==> src/include/fetx_regs.vh <==
// Constants for the fast Ethernet transmit coding path
`ifndef FETX_REGS_VH
`define FETX_REGS_VH

// Control code-groups
`define FETX_SYM_I 5'h1F
`define FETX_SYM_J 5'h18
`define FETX_SYM_K 5'h11
`define FETX_SYM_T 5'h0D
`define FETX_SYM_R 5'h07
`define FETX_SYM_H 5'h04

// Nibbles that control groups stand for on decode: the start pair, then the rest
`define FETX_PRE_NIB 4'h5
`define FETX_ZERO_NIB 4'h0

// Rates and the derived bits per code-group
`define FETX_LINE_MBPS 125
`define FETX_DATA_MBPS 100
`define FETX_NIB_BITS 4
`define FETX_SYM_BITS (`FETX_NIB_BITS * `FETX_LINE_MBPS / `FETX_DATA_MBPS)
`define FETX_LAST_BIT 3'h4

// Scrambler
`define FETX_LFSR_W 11
`define FETX_TAP_HI 10
`define FETX_TAP_LO 8
`define FETX_LFSR_RST 11'h7FF

// MLT-3 level walk
`define FETX_MLT_ZERO_A 2'h0
`define FETX_MLT_PLUS 2'h1
`define FETX_MLT_ZERO_B 2'h2
`define FETX_MLT_MINUS 2'h3

// Nibble buffer
`define FETX_FIFO_WIDTH 5
`define FETX_FIFO_DEPTH 4
`define FETX_FIFO_AW 2

`endif

==> src/logic/fetx_fifo.v <==
// Small synchronous FIFO for MAC nibbles
`timescale 1ns/1ps
module fetx_fifo #(
  parameter WIDTH = 5,
  parameter DEPTH = 4,
  parameter AW = 2
) (
  // Clock and reset
  input wire clock,
  input wire rstn,
  // Fill side
  input wire in_valid,
  input wire [WIDTH-1:0] in_data,
  output wire in_ready,
  // Drain side
  output wire out_valid,
  output wire [WIDTH-1:0] out_data,
  input wire out_ready
);

  reg [WIDTH-1:0] mem [0:DEPTH-1];
  reg [AW-1:0] wr_ptr;
  reg [AW-1:0] rd_ptr;
  reg [AW:0] count;
  wire push;
  wire pop;

  // Full and empty come straight from the fill count
  assign in_ready = (count != DEPTH[AW:0]);
  assign out_valid = (count != {(AW+1){1'b0}});
  assign out_data = mem[rd_ptr];
  assign push = in_valid & in_ready;
  assign pop = out_valid & out_ready;

  // Storage has no reset; nothing reads an empty slot
  always @(posedge clock) begin
    if (push) begin
      mem[wr_ptr] <= in_data;
    end
  end

  // Pointers wrap; depth is a power of two
  always @(posedge clock or negedge rstn) begin
    if (!rstn) begin
      wr_ptr <= {AW{1'b0}};
      rd_ptr <= {AW{1'b0}};
      count <= {(AW+1){1'b0}};
    end else begin
      if (push) begin
        wr_ptr <= wr_ptr + 1'b1;
      end
      if (pop) begin
        rd_ptr <= rd_ptr + 1'b1;
      end
      if (push && !pop) begin
        count <= count + 1'b1;
      end else if (pop && !push) begin
        count <= count - 1'b1;
      end
    end
  end

endmodule // fetx_fifo

==> src/logic/fetx_line.v <==
// Scrambler, NRZI encoder and MLT-3 drive splitter
`timescale 1ns/1ps
`include "fetx_regs.vh"
module fetx_line (
  // Clock and reset
  input wire clock,
  input wire rstn,
  // Serial code bits and options
  input wire nrz_bit,
  input wire scramble_bypass,
  input wire [4:0] phy_address_straps,
  // Line side
  output reg nrzi,
  output reg drive_pos,
  output reg drive_neg
);

  reg [`FETX_LFSR_W-1:0] lfsr;
  reg seeded;
  reg [1:0] level;
  wire feedback;
  wire line_bit;
  wire [1:0] next_level;

  // Feedback bit also serves as the key stream
  assign feedback = lfsr[`FETX_TAP_HI] ^ lfsr[`FETX_TAP_LO];
  assign line_bit = scramble_bypass ? nrz_bit : (nrz_bit ^ feedback);
  // A one moves the level one step round the walk
  assign next_level = line_bit ? level + 2'h1 : level;

  // Straps are caught at the first edge after release, not in reset;
  // the leading one keeps the seed away from the locked all-zero state
  always @(posedge clock or negedge rstn) begin
    if (!rstn) begin
      lfsr <= `FETX_LFSR_RST;
      seeded <= 1'b0;
    end else if (!seeded) begin
      lfsr <= {1'b1, phy_address_straps, ~phy_address_straps};
      seeded <= 1'b1;
    end else begin
      lfsr <= {lfsr[`FETX_LFSR_W-2:0], feedback};
    end
  end

  // NRZI and the MLT-3 walk; only MLT-3 levels reach the pair
  always @(posedge clock or negedge rstn) begin
    if (!rstn) begin
      nrzi <= 1'b0;
      level <= `FETX_MLT_ZERO_A;
      drive_pos <= 1'b0;
      drive_neg <= 1'b0;
    end else begin
      nrzi <= nrzi ^ line_bit;
      level <= next_level;
      drive_pos <= (next_level == `FETX_MLT_PLUS);
      drive_neg <= (next_level == `FETX_MLT_MINUS);
    end
  end

endmodule // fetx_line

==> src/logic/fetx_tx_path.v <==
// Transmit coding path: buffer, 4B/5B encoder, serializer, line stage
`timescale 1ns/1ps
`include "fetx_regs.vh"
module fetx_tx_path (
  // Clock and reset
  input wire clock,
  input wire rstn,

  // Nibble stream from the MAC
  input wire mac_tx_en,
  input wire [3:0] mac_txd,
  input wire mac_tx_valid,
  output wire mac_tx_ready,

  // Straps and options
  input wire [4:0] phy_address_straps,
  input wire scramble_bypass,

  // Line drive streams
  output wire tx_drive_pos,
  output wire tx_drive_neg,
  output wire tx_nrzi,

  // Code-group monitor
  output reg [4:0] tx_code_group,
  output reg tx_group_strobe,

  // Shared code table, receive side
  input wire [4:0] rx_group,
  input wire rx_group_valid,
  input wire rx_in_frame,
  output reg [3:0] rx_nibble,
  output reg rx_error,
  output reg rx_halt
);

  // Transmit sequencer states
  localparam ST_IDLE = 2'h0;
  localparam ST_K = 2'h1;
  localparam ST_DATA = 2'h2;
  localparam ST_R = 2'h3;

  reg [1:0] state;
  reg [1:0] next_state;
  reg [4:0] next_group;
  reg next_pop;
  reg [4:0] shifter;
  reg [2:0] bit_cnt;

  wire sym_load;
  wire buf_valid;
  wire [4:0] buf_word;
  wire buf_en;
  wire [3:0] buf_nib;
  wire [6:0] rx_dec;

  // Map one data nibble to its code-group
  function [4:0] fetx_enc;
    input [3:0] nib;
    begin
      case (nib)
        4'h0: fetx_enc = 5'h1E;
        4'h1: fetx_enc = 5'h09;
        4'h2: fetx_enc = 5'h14;
        4'h3: fetx_enc = 5'h15;
        4'h4: fetx_enc = 5'h0A;
        4'h5: fetx_enc = 5'h0B;
        4'h6: fetx_enc = 5'h0E;
        4'h7: fetx_enc = 5'h0F;
        4'h8: fetx_enc = 5'h12;
        4'h9: fetx_enc = 5'h13;
        4'hA: fetx_enc = 5'h16;
        4'hB: fetx_enc = 5'h17;
        4'hC: fetx_enc = 5'h1A;
        4'hD: fetx_enc = 5'h1B;
        4'hE: fetx_enc = 5'h1C;
        default: fetx_enc = 5'h1D;
      endcase
    end
  endfunction

  // Decode a code-group to {invalid, halt, control, nibble}
  function [6:0] fetx_dec;
    input [4:0] grp;
    begin
      case (grp)
        5'h1E: fetx_dec = {3'h0, 4'h0};
        5'h09: fetx_dec = {3'h0, 4'h1};
        5'h14: fetx_dec = {3'h0, 4'h2};
        5'h15: fetx_dec = {3'h0, 4'h3};
        5'h0A: fetx_dec = {3'h0, 4'h4};
        5'h0B: fetx_dec = {3'h0, 4'h5};
        5'h0E: fetx_dec = {3'h0, 4'h6};
        5'h0F: fetx_dec = {3'h0, 4'h7};
        5'h12: fetx_dec = {3'h0, 4'h8};
        5'h13: fetx_dec = {3'h0, 4'h9};
        5'h16: fetx_dec = {3'h0, 4'hA};
        5'h17: fetx_dec = {3'h0, 4'hB};
        5'h1A: fetx_dec = {3'h0, 4'hC};
        5'h1B: fetx_dec = {3'h0, 4'hD};
        5'h1C: fetx_dec = {3'h0, 4'hE};
        5'h1D: fetx_dec = {3'h0, 4'hF};
        `FETX_SYM_I: fetx_dec = {3'h1, `FETX_ZERO_NIB};
        `FETX_SYM_T: fetx_dec = {3'h1, `FETX_ZERO_NIB};
        `FETX_SYM_R: fetx_dec = {3'h1, `FETX_ZERO_NIB};
        `FETX_SYM_J: fetx_dec = {3'h1, `FETX_PRE_NIB};
        `FETX_SYM_K: fetx_dec = {3'h1, `FETX_PRE_NIB};
        `FETX_SYM_H: fetx_dec = {3'h2, `FETX_ZERO_NIB};
        default: fetx_dec = {3'h4, `FETX_ZERO_NIB};
      endcase
    end
  endfunction

  // Enable travels with each nibble so framing stays in step with data
  fetx_fifo #(
    .WIDTH(`FETX_FIFO_WIDTH),
    .DEPTH(`FETX_FIFO_DEPTH),
    .AW(`FETX_FIFO_AW)
  ) u_fifo (
    .clock(clock),
    .rstn(rstn),
    .in_valid(mac_tx_valid),
    .in_data({mac_tx_en, mac_txd}),
    .in_ready(mac_tx_ready),
    .out_valid(buf_valid),
    .out_data(buf_word),
    .out_ready(next_pop)
  );

  assign buf_en = buf_word[4];
  assign buf_nib = buf_word[3:0];

  // A new code-group is taken on the last bit of the one in flight;
  // the buffer drains one nibble per five line bits, so it back-pressures
  assign sym_load = (bit_cnt == `FETX_LAST_BIT);

  // Choose the next code-group and whether a nibble is consumed
  always @* begin
    next_state = state;
    next_group = `FETX_SYM_I;
    next_pop = 1'b0;
    if (sym_load) begin
      case (state)
        ST_IDLE: begin
          if (buf_valid && buf_en) begin
            // First preamble nibble pair gives way to J then K
            next_group = `FETX_SYM_J;
            next_pop = 1'b1;
            next_state = ST_K;
          end else begin
            // Idle words from the MAC are consumed quietly
            next_group = `FETX_SYM_I;
            next_pop = buf_valid;
          end
        end
        ST_K: begin
          if (buf_valid && buf_en) begin
            next_group = `FETX_SYM_K;
            next_pop = 1'b1;
            next_state = ST_DATA;
          end else if (buf_valid) begin
            // Frame ended inside the preamble
            next_group = `FETX_SYM_T;
            next_pop = 1'b1;
            next_state = ST_R;
          end else begin
            // Underrun mid-frame cannot be hidden; flag it on the line
            next_group = `FETX_SYM_H;
          end
        end
        ST_DATA: begin
          if (buf_valid && buf_en) begin
            next_group = fetx_enc(buf_nib);
            next_pop = 1'b1;
          end else if (buf_valid) begin
            next_group = `FETX_SYM_T;
            next_pop = 1'b1;
            next_state = ST_R;
          end else begin
            next_group = `FETX_SYM_H;
          end
        end
        ST_R: begin
          // Buffer is left alone so a back-to-back frame is not lost
          next_group = `FETX_SYM_R;
          next_state = ST_IDLE;
        end
        default: begin
          next_group = `FETX_SYM_I;
          next_state = ST_IDLE;
        end
      endcase
    end
  end

  // Sequencer state advances only at code-group boundaries
  always @(posedge clock or negedge rstn) begin
    if (!rstn) begin
      state <= ST_IDLE;
    end else if (sym_load) begin
      state <= next_state;
    end
  end

  // Serializer: leftmost code bit goes out first
  always @(posedge clock or negedge rstn) begin
    if (!rstn) begin
      shifter <= `FETX_SYM_I;
      bit_cnt <= 3'h0;
    end else if (sym_load) begin
      shifter <= next_group;
      bit_cnt <= 3'h0;
    end else begin
      shifter <= {shifter[3:0], 1'b0};
      bit_cnt <= bit_cnt + 3'h1;
    end
  end

  // Monitor copy of the group just loaded, strobed once per group
  always @(posedge clock or negedge rstn) begin
    if (!rstn) begin
      tx_code_group <= `FETX_SYM_I;
      tx_group_strobe <= 1'b0;
    end else begin
      tx_group_strobe <= sym_load;
      if (sym_load) begin
        tx_code_group <= next_group;
      end
    end
  end

  // Line stage: scrambler, NRZI and MLT-3 split
  fetx_line u_line (
    .clock(clock),
    .rstn(rstn),
    .nrz_bit(shifter[4]),
    .scramble_bypass(scramble_bypass),
    .phy_address_straps(phy_address_straps),
    .nrzi(tx_nrzi),
    .drive_pos(tx_drive_pos),
    .drive_neg(tx_drive_neg)
  );

  assign rx_dec = fetx_dec(rx_group);

  // Receive decode; control groups inside a frame count as invalid
  always @(posedge clock or negedge rstn) begin
    if (!rstn) begin
      rx_nibble <= 4'h0;
      rx_error <= 1'b0;
      rx_halt <= 1'b0;
    end else if (rx_group_valid) begin
      rx_nibble <= rx_dec[3:0];
      rx_halt <= rx_dec[5];
      rx_error <= rx_dec[6] | rx_dec[5] | (rx_dec[4] & rx_in_frame);
    end else begin
      rx_error <= 1'b0;
      rx_halt <= 1'b0;
    end
  end

endmodule // fetx_tx_path

==> config.mk <==
export PLATFORM = sky130hd
export DESIGN_NAME = fetx_tx_path
export DESIGN_NICKNAME = d
export VERILOG_FILES = /design/src/logic/fetx_fifo.v /design/src/logic/fetx_line.v /design/src/logic/fetx_tx_path.v
export VERILOG_INCLUDE_DIRS = /design/src /design/src/include
export SDC_FILE = /design/constraint.sdc
export NUM_CORES = 1
export LEC_CHECK = 0
export BUFFER_PORTS_ARGS = -buffer_cell sky130_fd_sc_hd__buf_2
export CORE_MARGIN = 8
export CORE_UTILIZATION = 41
export CTS_CLUSTER_SIZE = 16
export DETAILED_ROUTE_END_ITERATION = 6
export SLEW_MARGIN = 20
export SYNTH_ARGS = -nofsm -noshare
export SYNTH_HDL_FRONTEND = slang
export SYNTH_HIERARCHICAL = 1
export SYNTH_SLANG_ARGS = --single-unit
==> constraint.sdc <==
create_clock -name clock -period 4.2 [get_ports clock]
set_clock_uncertainty 0.1 [all_clocks]
set_input_delay 0.63 -clock clock [delete_from_list [all_inputs] [get_ports clock]]
set_output_delay 0.63 -clock clock [all_outputs]
set_load 0.02 [all_outputs]
==> results of run 1 <==
-- power breakdown --
part / switching [mW] / leakage [nW] / total, mW / internal [mW]
Clock: 0.240 / 0.0726 / 0.454 / 0.214
Sequential: 0.141 / 0.712 / 0.997 / 0.857
Combinational: 0.454 / 0.722 / 0.869 / 0.415
-- stage by stage --
stage | power, mW | cells | setup WS [ns]
2_1_floorplan | 1.73 | 252 | 1.84
3_3_place_gp | 1.87 | 380 | 1.83
3_5_place_dp | 1.89 | 380 | 1.78
4_1_cts | 2.36 | 396 | 1.77
5_1_grt | 2.52 | 396 | 1.59
6_report | 2.32 | 396 | 1.79
-- final cells by class --
type / count / share of cell area, %
multi-input cells: 160 / 35.7
well taps: 102 / 3.54
repair buffers: 37 / 5.20
clock buffers: 10 / 3.54
flip-flops and latches: 66 / 49.3
inverters: 15 / 1.56
clock inverters: 6 / 1.18
-- worst max path at each step --
stage / from / slack [ns] / to
detailed placement: bit_cnt[0] / 1.78 / u_fifo/count[1]
global placement: bit_cnt[0] / 1.83 / u_fifo/count[1]
finish: u_fifo/count[2] / 1.79 / u_fifo/count[2]
floorplan: u_fifo/count[2] / 1.84 / u_fifo/count[2]
CTS: bit_cnt[0] / 1.77 / u_fifo/count[1]
global route: u_fifo/count[2] / 1.59 / u_fifo/count[2]
-- cell families (layout without fill, tap and decap cells) --
family | count (synthesis) | in the layout | synth area share (%)
AOI/OAI and AO/OA | 47 | 47 | 11.2
xor gates and xnor gates | 10 | 10 | 3.43
adders and majority gates | 13 | 13 | 5.30
buffers and inverters | 26 | 68 | 4.56
DFF | 66 | 66 | 55.4
muxes | 18 | 18 | 8.18
other | 1 | 1 | 0.117
and+or+nand+nor | 71 | 71 | 11.8
-- per-layer routing --
| layer | vias to the layer above | GRT usage [%] |
|---|---|---|
| met2 | 31 | 16.0 |
| met1 | 929 | 13.5 |
| met3 | 6 | 4.65 |
| met4 | 0 | 4.96 |
| li1 | 967 | - |
| met5 | - | 0 |
-- layout by cell type (no fill, tap or decap), types with 6 or more instances in the layout --
master / count
a21oi_1: 6
buf_2: 36
clkbuf_8: 9
dfrtp_1: 25
dfstp_2: 21
edfxtp_1: 20
ha_1: 12
inv_1: 12
mux2_2: 7
nand2_1: 16
nor2_1: 19
o211ai_1: 7
o21ai_1: 6
-- worst max-delay path: stages (launching register included) --
cell and delay [ns]:
dfrtp_1 0.42, or3_4 0.50, and2_1 0.22, nand2_4 0.07, ha_1 0.17, inv_1 0.06, fa_1 0.38, xor2_1 0.15
nor2_1 0.11, xor2_1 0.15
-- sequential cells by signal (all words and copies together), names as in the netlist --
name,count
u_line/seeded,1
u_fifo/count,3
state,2
tx_code_group,5
rx_error,1
tx_group_strobe,1
bit_cnt,3
u_line/drive_neg,1
u_fifo/mem,20
u_line/drive_pos,1
u_fifo/wr_ptr,2
u_line/nrzi,1
u_fifo/rd_ptr,2
u_line/lfsr,11
rx_halt,1
shifter,5
rx_nibble,4
u_line/level,2
==> flow_summary_export.csv, run 1 <==
group,metric,value,unit
synth,ys_types,58,
synth,syn_inst,252,
floorplanning,core-area,7650,µm²
detailed_routing,postRouteWirelength,5.42,mm
detailed_routing,drc,0,
synth,yosysTopAreaCellShare,19.5,%
synth,async_flop_share,69.7,%
grt,overflow,0,
floorplanning,die_w,105,µm
timing,fin_crit,2.41,ns
clocking,cts_resized,0,
clocking,cts_htree_levels,3,
grt,grt_pass1_vias,2003,
synth,synth-seq-cells,66,
clocking,numCtsBuffers,9,
synth,ys_top_cells_by_count,"dfrtp_1, dfstp_2, edfxtp_1",
timing,drv_slew,0,
synth,synth-edff-count,20,
synth,synth_area,3210,µm²
synth,yosysTopAreaCell,"dfrtp_1",
outcome,status,"finished clean",
clocking,clkTransAtPathRegs,0.07,ns
grt,grt_antenna_before_repair,0,
final_layout,multi_input_area,1290,µm²
final_layout,fin_nets,323,
timing,hold_violations,0,
place,placed_area,3440,µm²
floorplanning,rows,32,
detailed_routing,detail_route.iter0.violations,35,
clocking,cts_sinks,66,
timing,rsz0062_at_grt,"no",
synth,ys_seq_area_share,55.4,%
clocking,clock_path_buffers,2,
final_layout,antenna_cells,0,
setup_path,r2r_start,"u_fifo/count[2]",
setup_path,r2r_slack,1.79,ns
timing,holdWs,0.198,ns
detailed_routing,drtAntennaViolNets,0,
final_layout,final_core_util,47.2,%
min_path,min_path_type,"input pin to asynchronous set/reset pin",
setup_path,crit_path_end_kind,"register",
synth,postSynthAreaPerCell,12.7,µm²
clocking,root_buffer,"clkbuf_8",
setup_path,startpoint_type,"register",
final_layout,seq_area,1780,µm²
floorplanning,io_pins,37,
setup_path,r2r_cells,9,
detailed_routing,wl_met1,2.55,mm
place,place.gp.congestion,0.785,
final_layout,final_area,3610,µm²
flow_run,maxCapViolations,0,
clocking,insertion_delay,0.34,ns
pwr,p_leak,1.51,nW
pwr,peakVddDrop,0.000306,V
timing,fin_crit_sh,57.5,%
synth,synth_area_leaders,"dfrtp_1, edfxtp_1, dfstp_2",
grt,grt_first_pass_wirelength,9.55,mm
final_layout,area_delta_synth_final,12.3,%
grt,grt_use_total,10.9,%
timing,tightestPinTransition,0.591,ns
detailed_routing,post_drt_via_cell_ratio,4.88,
final_layout,drive_above_1_share,37.8,%
detailed_routing,dr_wl_met2,2.53,mm
detailed_routing,highest-signal-layer,"met4",
timing,fin_tns_setup,0,ns
setup_path,crit_required,4.36,ns
final_layout,fillers,692,
setup_path,cp_max_fo,13,
setup_path,cp_data_arrival_time,2.57,ns
pwr,power_density,643,nW/µm²
grt,grt_start_max_net_pins,27,
detailed_routing,vias,1933,
timing,fmax,414,MHz
setup_path,r2r-end,"u_fifo/count[2]",
place,dp_hpwl,3.88,mm
clocking,post-cts-setup-buffer-count,0,
clocking,hold_buffers,0,
floorplanning,die_area,10900,µm²
detailed_routing,drt_pass1_iterations,4,
synth,post-synth-top-count-cell,"dfrtp_1",
synth,ys.flop_type,"dfrtp_1",
synth,syn_nets,286,
timing,setup_viol,0,
floorplanning,die_h,105,µm
timing,timing.slew.headroom,60.6,%
floorplanning,start_util,42.0,%
synth,yosysWarningCount,6,
place,io_buffer_count,36,
detailed_routing,drt-wirelength-per-cell,13.7,µm
setup_path,critPathKind,"register to register",
detailed_routing,met3_length,254,µm
clocking,tritoncts,"done",
Power figures use the tool's default switching activity.
==> run 2, diff against run 1 <==
Clock period 4.2 ns to 1.97 ns, I/O delays scaled along.
==> flow_summary_export.csv, run 2 (synthesis gave the netlist of run 1 again) <==
group,metric,value,unit
outcome,status,"complete, but fails checks",
outcome,violations,"setup timing",
setup_path,crit_buf_inv,2,
floorplanning,core-area,7650,µm²
pwr,p_leak,1.67,nW
final_layout,final_area,3900,µm²
min_path,hold_depth,2,
clocking,insertion_delay,0.34,ns
timing,rsz0062_at_grt,"yes",
setup_path,r2r_cells,10,
detailed_routing,detail_route.iter0.violations,38,
grt,grt_first_pass_wirelength,9.89,mm
setup_path,crit_required,2.08,ns
floorplanning,die_h,105,µm
place,dpl_worst_slack,-0.222,ns
final_layout,regMostFlops,"u_fifo/mem",
clocking,root_buffer,"clkbuf_8",
setup_path,r2r_start,"bit_cnt[1]",
setup_path,cp-startpoint,"bit_cnt[1]",
setup_path,cp_top_family,"adder cells",
place,dp_hpwl,4.05,mm
clocking,clkTransAtPathRegs,0.07,ns
setup_path,startpoint_type,"register",
timing,fin_crit,2.16,ns
clocking,tritoncts,"done",
final_layout,top_regs,"u_fifo/mem x20, u_line/lfsr x11",
setup_path,crit_path_end_kind,"register",
setup_path,cp_data_arrival_time,2.27,ns
clocking,clock_path_buffers,2,
min_path,min_path_type,"input pin to register",
setup_path,r2r_slack,-0.19,ns
final_layout,layout_common_cells,"buf_2, dfrtp_1, dfstp_2",
setup_path,max_stage_delay,0.42,ns
timing,fin_crit_sh,109,%
clocking,numCtsBuffers,9,
detailed_routing,drt-wirelength-per-cell,13.5,µm
detailed_routing,drc,0,
final_layout,area_delta_synth_final,21.4,%
final_layout,final_core_util,51.0,%
detailed_routing,postRouteWirelength,5.68,mm
grt,grt_use_total,11.2,%
timing,layout_setup_ws,-0.186,ns
setup_path,cp_max_fo,2,
floorplanning,io_pins,37,
detailed_routing,drtAntennaViolNets,0,
final_layout,antenna_cells,0,
setup_path,r2r-end,"u_fifo/count[1]",
timing,holdWs,0.0163,ns
final_layout,fin_nets,347,
floorplanning,die_w,105,µm
place,place.gp.congestion,0.793,
clocking,cts_htree_levels,3,
clocking,cts_sinks,66,
setup_path,critPathKind,"register to register",
pwr,peakVddDrop,0.000533,V
grt,overflow,0,
detailed_routing,drt_pass1_iterations,4,
final_layout,drive_above_1_share,43.1,%
timing,fmax,464,MHz
grt,grt_start_max_net_pins,22,
place,placedCellCount,397,
min_path,hold-path-endpoint,"u_line/lfsr[2]",
setup_path,crit_slowest_cell,"fa_2",
floorplanning,start_util,42.0,%
detailed_routing,vias,2045,
final_layout,largest_reg_flops,20,
place,placed_area,3600,µm²
detailed_routing,post_drt_via_cell_ratio,4.87,
floorplanning,rows,32,
final_layout,finalNonFillerCells,420,
grt,grt_pass1_vias,2131,
floorplanning,die_area,10900,µm²
grt,grt_antenna_before_repair,0,
final_layout,layout_commonest_cell,"buf_2",
setup_path,cp_cell_sequence,"inv_1 -> ha_2 -> nand2_2 -> a21oi_2 -> and2_4 -> nand2_4 -> ha_4 -> inv_2 -> fa_2 -> mux2_4",
flow_run,maxCapViolations,0,
min_path,hold_path_startpoint,"phy_address_straps[2]",
timing,drv_slew,0,
timing,hold_violations,0,
timing,setup_viol,2,
place,io_buffer_count,36,
pwr,power_density,1440,nW/µm²
-- run 2: cell type report --
class,count,area [µm²]
clock inverters,4,73.8
multi-input cells,160,1320
inverters,15,56.3
well taps,102,128
clock buffers,12,155
repair buffers,61,393
fillers,681,3750
flip-flops and latches,66,1780
-- run 2: worst max path at each step --
stage                      end  slack (ns)  depth (start not counted)
6_report       u_fifo/count[1]       -0.19                         10
5_1_grt        u_fifo/count[1]       -0.28                         10
4_1_cts        u_fifo/count[1]       -0.18                         10
3_5_place_dp   u_fifo/count[1]       -0.22                         10
3_3_place_gp   u_fifo/count[1]       -0.17                         10
2_1_floorplan  u_fifo/count[2]       -0.27                         10
-- run 2: stage by stage --
step	TNS [ns]	power, mW
3_5_place_dp	-0.385	4.35
4_1_cts	-0.327	5.68
5_1_grt	-1.20	6.03
6_report	-0.296	5.61
2_1_floorplan	-0.536	3.77
3_3_place_gp	-0.279	4.30
-- run 2: repair_timing --
action / CTS / global route
hold buffers: 3 / 2
endpoints found under the hold margin: 8 / 2
gates resized for setup: 2 / 0
endpoints found under the setup margin: 4 / 12
pin swaps: 4 / 3
setup buffers: 2 / 0
-- run 2: worst register-to-register path, cell delays in order, from the launching register on --
cell	delay (ns)
dfrtp_1	0.38
inv_1	0.06
ha_2	0.17
nand2_2	0.07
a21oi_2	0.14
and2_4	0.18
nand2_4	0.05
ha_4	0.15
inv_2	0.05
fa_2	0.42
mux2_4	0.27
-- run 2: routing by layer --
layer	vias to the layer above	global-route usage, %	wire, µm
li1	1007	-	-
met1	990	13.0	2620
met2	38	17.4	2630
met3	10	4.46	313
met4	0	6.10	119
met5	-	0	0
-- run 2: where the power goes --
group | internal (mW) | leakage [nW] | switching, mW
Combinational | 1.16 | 0.846 | 1.13
Sequential | 1.83 | 0.712 | 0.219
Clock | 0.782 | 0.117 | 0.496
Total | 3.77 | 1.67 | 1.84
==> run 3, diff against run 2 <==
--- a/config.mk
+++ b/config.mk
@@ -13,2 +13,3 @@
 export DETAILED_ROUTE_END_ITERATION = 6
+export PLACE_DENSITY_LB_ADDON = 0.08
 export SLEW_MARGIN = 20
==> constraint.sdc (replaced) <==
create_clock -name clock -period 1.97 [get_ports clock]
set_clock_uncertainty 0.1 [all_clocks]
set_input_delay 0 -clock clock [delete_from_list [all_inputs] [get_ports clock]]
set_output_delay 0 -clock clock [all_outputs]
set_load 0.02 [all_outputs]
==> flow_summary_export.csv, run 3 (synthesis gave the netlist of run 1 again) <==
group,metric,value,unit
timing,drv_slew,0,
final_layout,seq_area,1780,µm²
clocking,insertion_delay,0.33,ns
clocking,clock_path_buffers,2,
final_layout,drive_above_1_share,43.2,%
pwr,power,5.78,mW
final_layout,largest_reg_flops,20,
grt,grt_first_pass_wirelength,10.4,mm
detailed_routing,detail_route.iter0.violations,44,
setup_path,crit_slowest_cell,"fa_2",
setup_path,cp_max_fo,2,
place,placedCellCount,395,
pwr,switching_share,32.4,%
outcome,violations,"setup timing",
detailed_routing,post_drt_via_cell_ratio,4.81,
detailed_routing,postRouteWirelength,5.77,mm
timing,setup_viol,2,
final_layout,finalNonFillerCells,438,
final_layout,area_delta_synth_final,27.7,%
detailed_routing,drc,0,
grt,grt_pass1_vias,2178,
timing,layout_setup_ws,-0.125,ns
outcome,status,"complete, but fails checks",
clocking,tritoncts,"done",
setup_path,cp_data_arrival_time,2.21,ns
floorplanning,die_h,105,µm
min_path,min_path_type,"input pin to register",
place,placed_area,3580,µm²
clocking,clkTransAtPathRegs,0.07,ns
place,io_buffer_count,36,
timing,fin_crit_sh,106,%
final_layout,layout_commonest_cell,"buf_2",
timing,fin_crit,2.09,ns
floorplanning,die_area,10900,µm²
floorplanning,start_util,42.0,%
timing,fmax,477,MHz
timing,hold_violations,0,
pwr,peakVddDrop,0.000699,V
detailed_routing,vias,2108,
setup_path,startpoint_type,"register",
place,place.gp.congestion,0.781,
clocking,numCtsBuffers,9,
final_layout,multi_input_area,1330,µm²
final_layout,final_area,4100,µm²
clocking,cts_sinks,66,
final_layout,fin_nets,365,
detailed_routing,drt-wirelength-per-cell,13.2,µm
clocking,cts_htree_levels,3,
grt,grt_antenna_before_repair,0,
grt,overflow,0,
clocking,root_buffer,"clkbuf_8",
setup_path,critPathKind,"register to register",
final_layout,antenna_cells,0,
pwr,p_leak,1.76,nW
final_layout,regMostFlops,"u_fifo/mem",
detailed_routing,drtAntennaViolNets,0,
pwr,power_density,1410,nW/µm²
pwr,pwr-share-seq,35.4,%
grt,grt_start_max_net_pins,27,
timing,rsz0062_at_grt,"yes",
floorplanning,core-area,7650,µm²
pwr,p_switching,1.87,mW
setup_path,cp_cell_sequence,"inv_2 -> ha_4 -> nand2_2 -> a21oi_2 -> and2_4 -> nand2_4 -> ha_4 -> inv_2 -> fa_2 -> mux2_4",
final_layout,fillers,672,
setup_path,crit_path_end_kind,"register",
floorplanning,rows,32,
pwr,intPower,3.91,mW
final_layout,top_regs,"u_fifo/mem x20, u_line/lfsr x11",
grt,grt_use_total,11.7,%
detailed_routing,drt_pass1_iterations,4,
pwr,clkPwrFrac,23.7,%
pwr,comb_power_share,40.9,%
timing,tightestPinTransition,0.613,ns
flow_run,maxCapViolations,0,
setup_path,max_stage_delay,0.41,ns
timing,timing.slew.headroom,59.1,%
floorplanning,io_pins,37,
final_layout,layout_common_cells,"buf_2, dfrtp_1, buf_4",
floorplanning,die_w,105,µm
place,dp_hpwl,3.99,mm
setup_path,crit_required,2.09,ns
[run 3: final timing paths]
path,start,end,slack (ns),depth (start not counted)
worst min-delay path,rx_group[2],rx_nibble[2],0.07,4
worst min register to register,u_line/lfsr[3],u_line/lfsr[4],0.36,2
max in group asynchronous,rstn,u_line/lfsr[1],1.05,3
worst max register to register,bit_cnt[0],u_fifo/count[1],-0.12,10
worst max-delay path,bit_cnt[0],u_fifo/count[1],-0.12,10
min in group asynchronous,rstn,tx_group_strobe,0.11,2
[run 3: repair_timing]
item / CTS / global route
setup endpoints to repair: 4 / 7
hold buffers: 20 / 0
buffers inserted: 4 / 3
gates resized for setup: 3 / 7
pin swaps: 6 / 7
endpoints found under the hold margin: 76 / 0
[run 3: layer usage]
layer / track usage (%) / share of wire, %
met5: 0 / 0
met4: 4.96 / 0.94
met3: 4.15 / 4.2
met2: 18.0 / 47
met1: 14.5 / 48
[run 3: critical path, delay by kind of cell, from the launching register on]
family / cells / cell delay [ns]
buffers and inverters: 2 / 0.11
DFF: 1 / 0.39
muxes: 1 / 0.27
adders and majority gates: 3 / 0.69
and+or+nand+nor: 3 / 0.27
AOI/OAI and AO/OA: 1 / 0.13
[run 3: layout make-up]
| cell class | count | share of cell area [%] |
|---|---|---|
| timing repair buffer | 79 | 13.9 |
| sequential | 66 | 43.4 |
| inverter | 15 | 1.37 |
| clock buffer | 9 | 3.02 |
| multi-input combinational | 160 | 32.4 |
| tap | 102 | 3.11 |
| clock inverter | 7 | 2.84 |
[run 3: through the flow]
step | hold WS (ns) | setup TNS [ns] | setup slack [ns] | utilization [%]
floorplan | -0.396 | -0.536 | -0.275 | -
global placement | -0.0343 | -0.300 | -0.183 | 46.9
detailed placement | -0.0425 | -0.372 | -0.232 | 46.9
CTS | 0.0428 | -0.277 | -0.170 | 53.1
global route | 0.0744 | -0.423 | -0.216 | 53.6
finish | 0.0667 | -0.249 | -0.125 | 53.6
[run 3: power by group through the flow]
stage / clock network, mW / logic (mW) / registers [mW]
6_report: 1.37 / 2.37 / 2.05
5_1_grt: 1.48 / 2.64 / 2.09
2_1_floorplan: 0 / 1.65 / 2.12
3_3_place_gp: 0 / 2.23 / 2.06
4_1_cts: 1.42 / 2.36 / 2.05
3_5_place_dp: 0 / 2.25 / 2.07
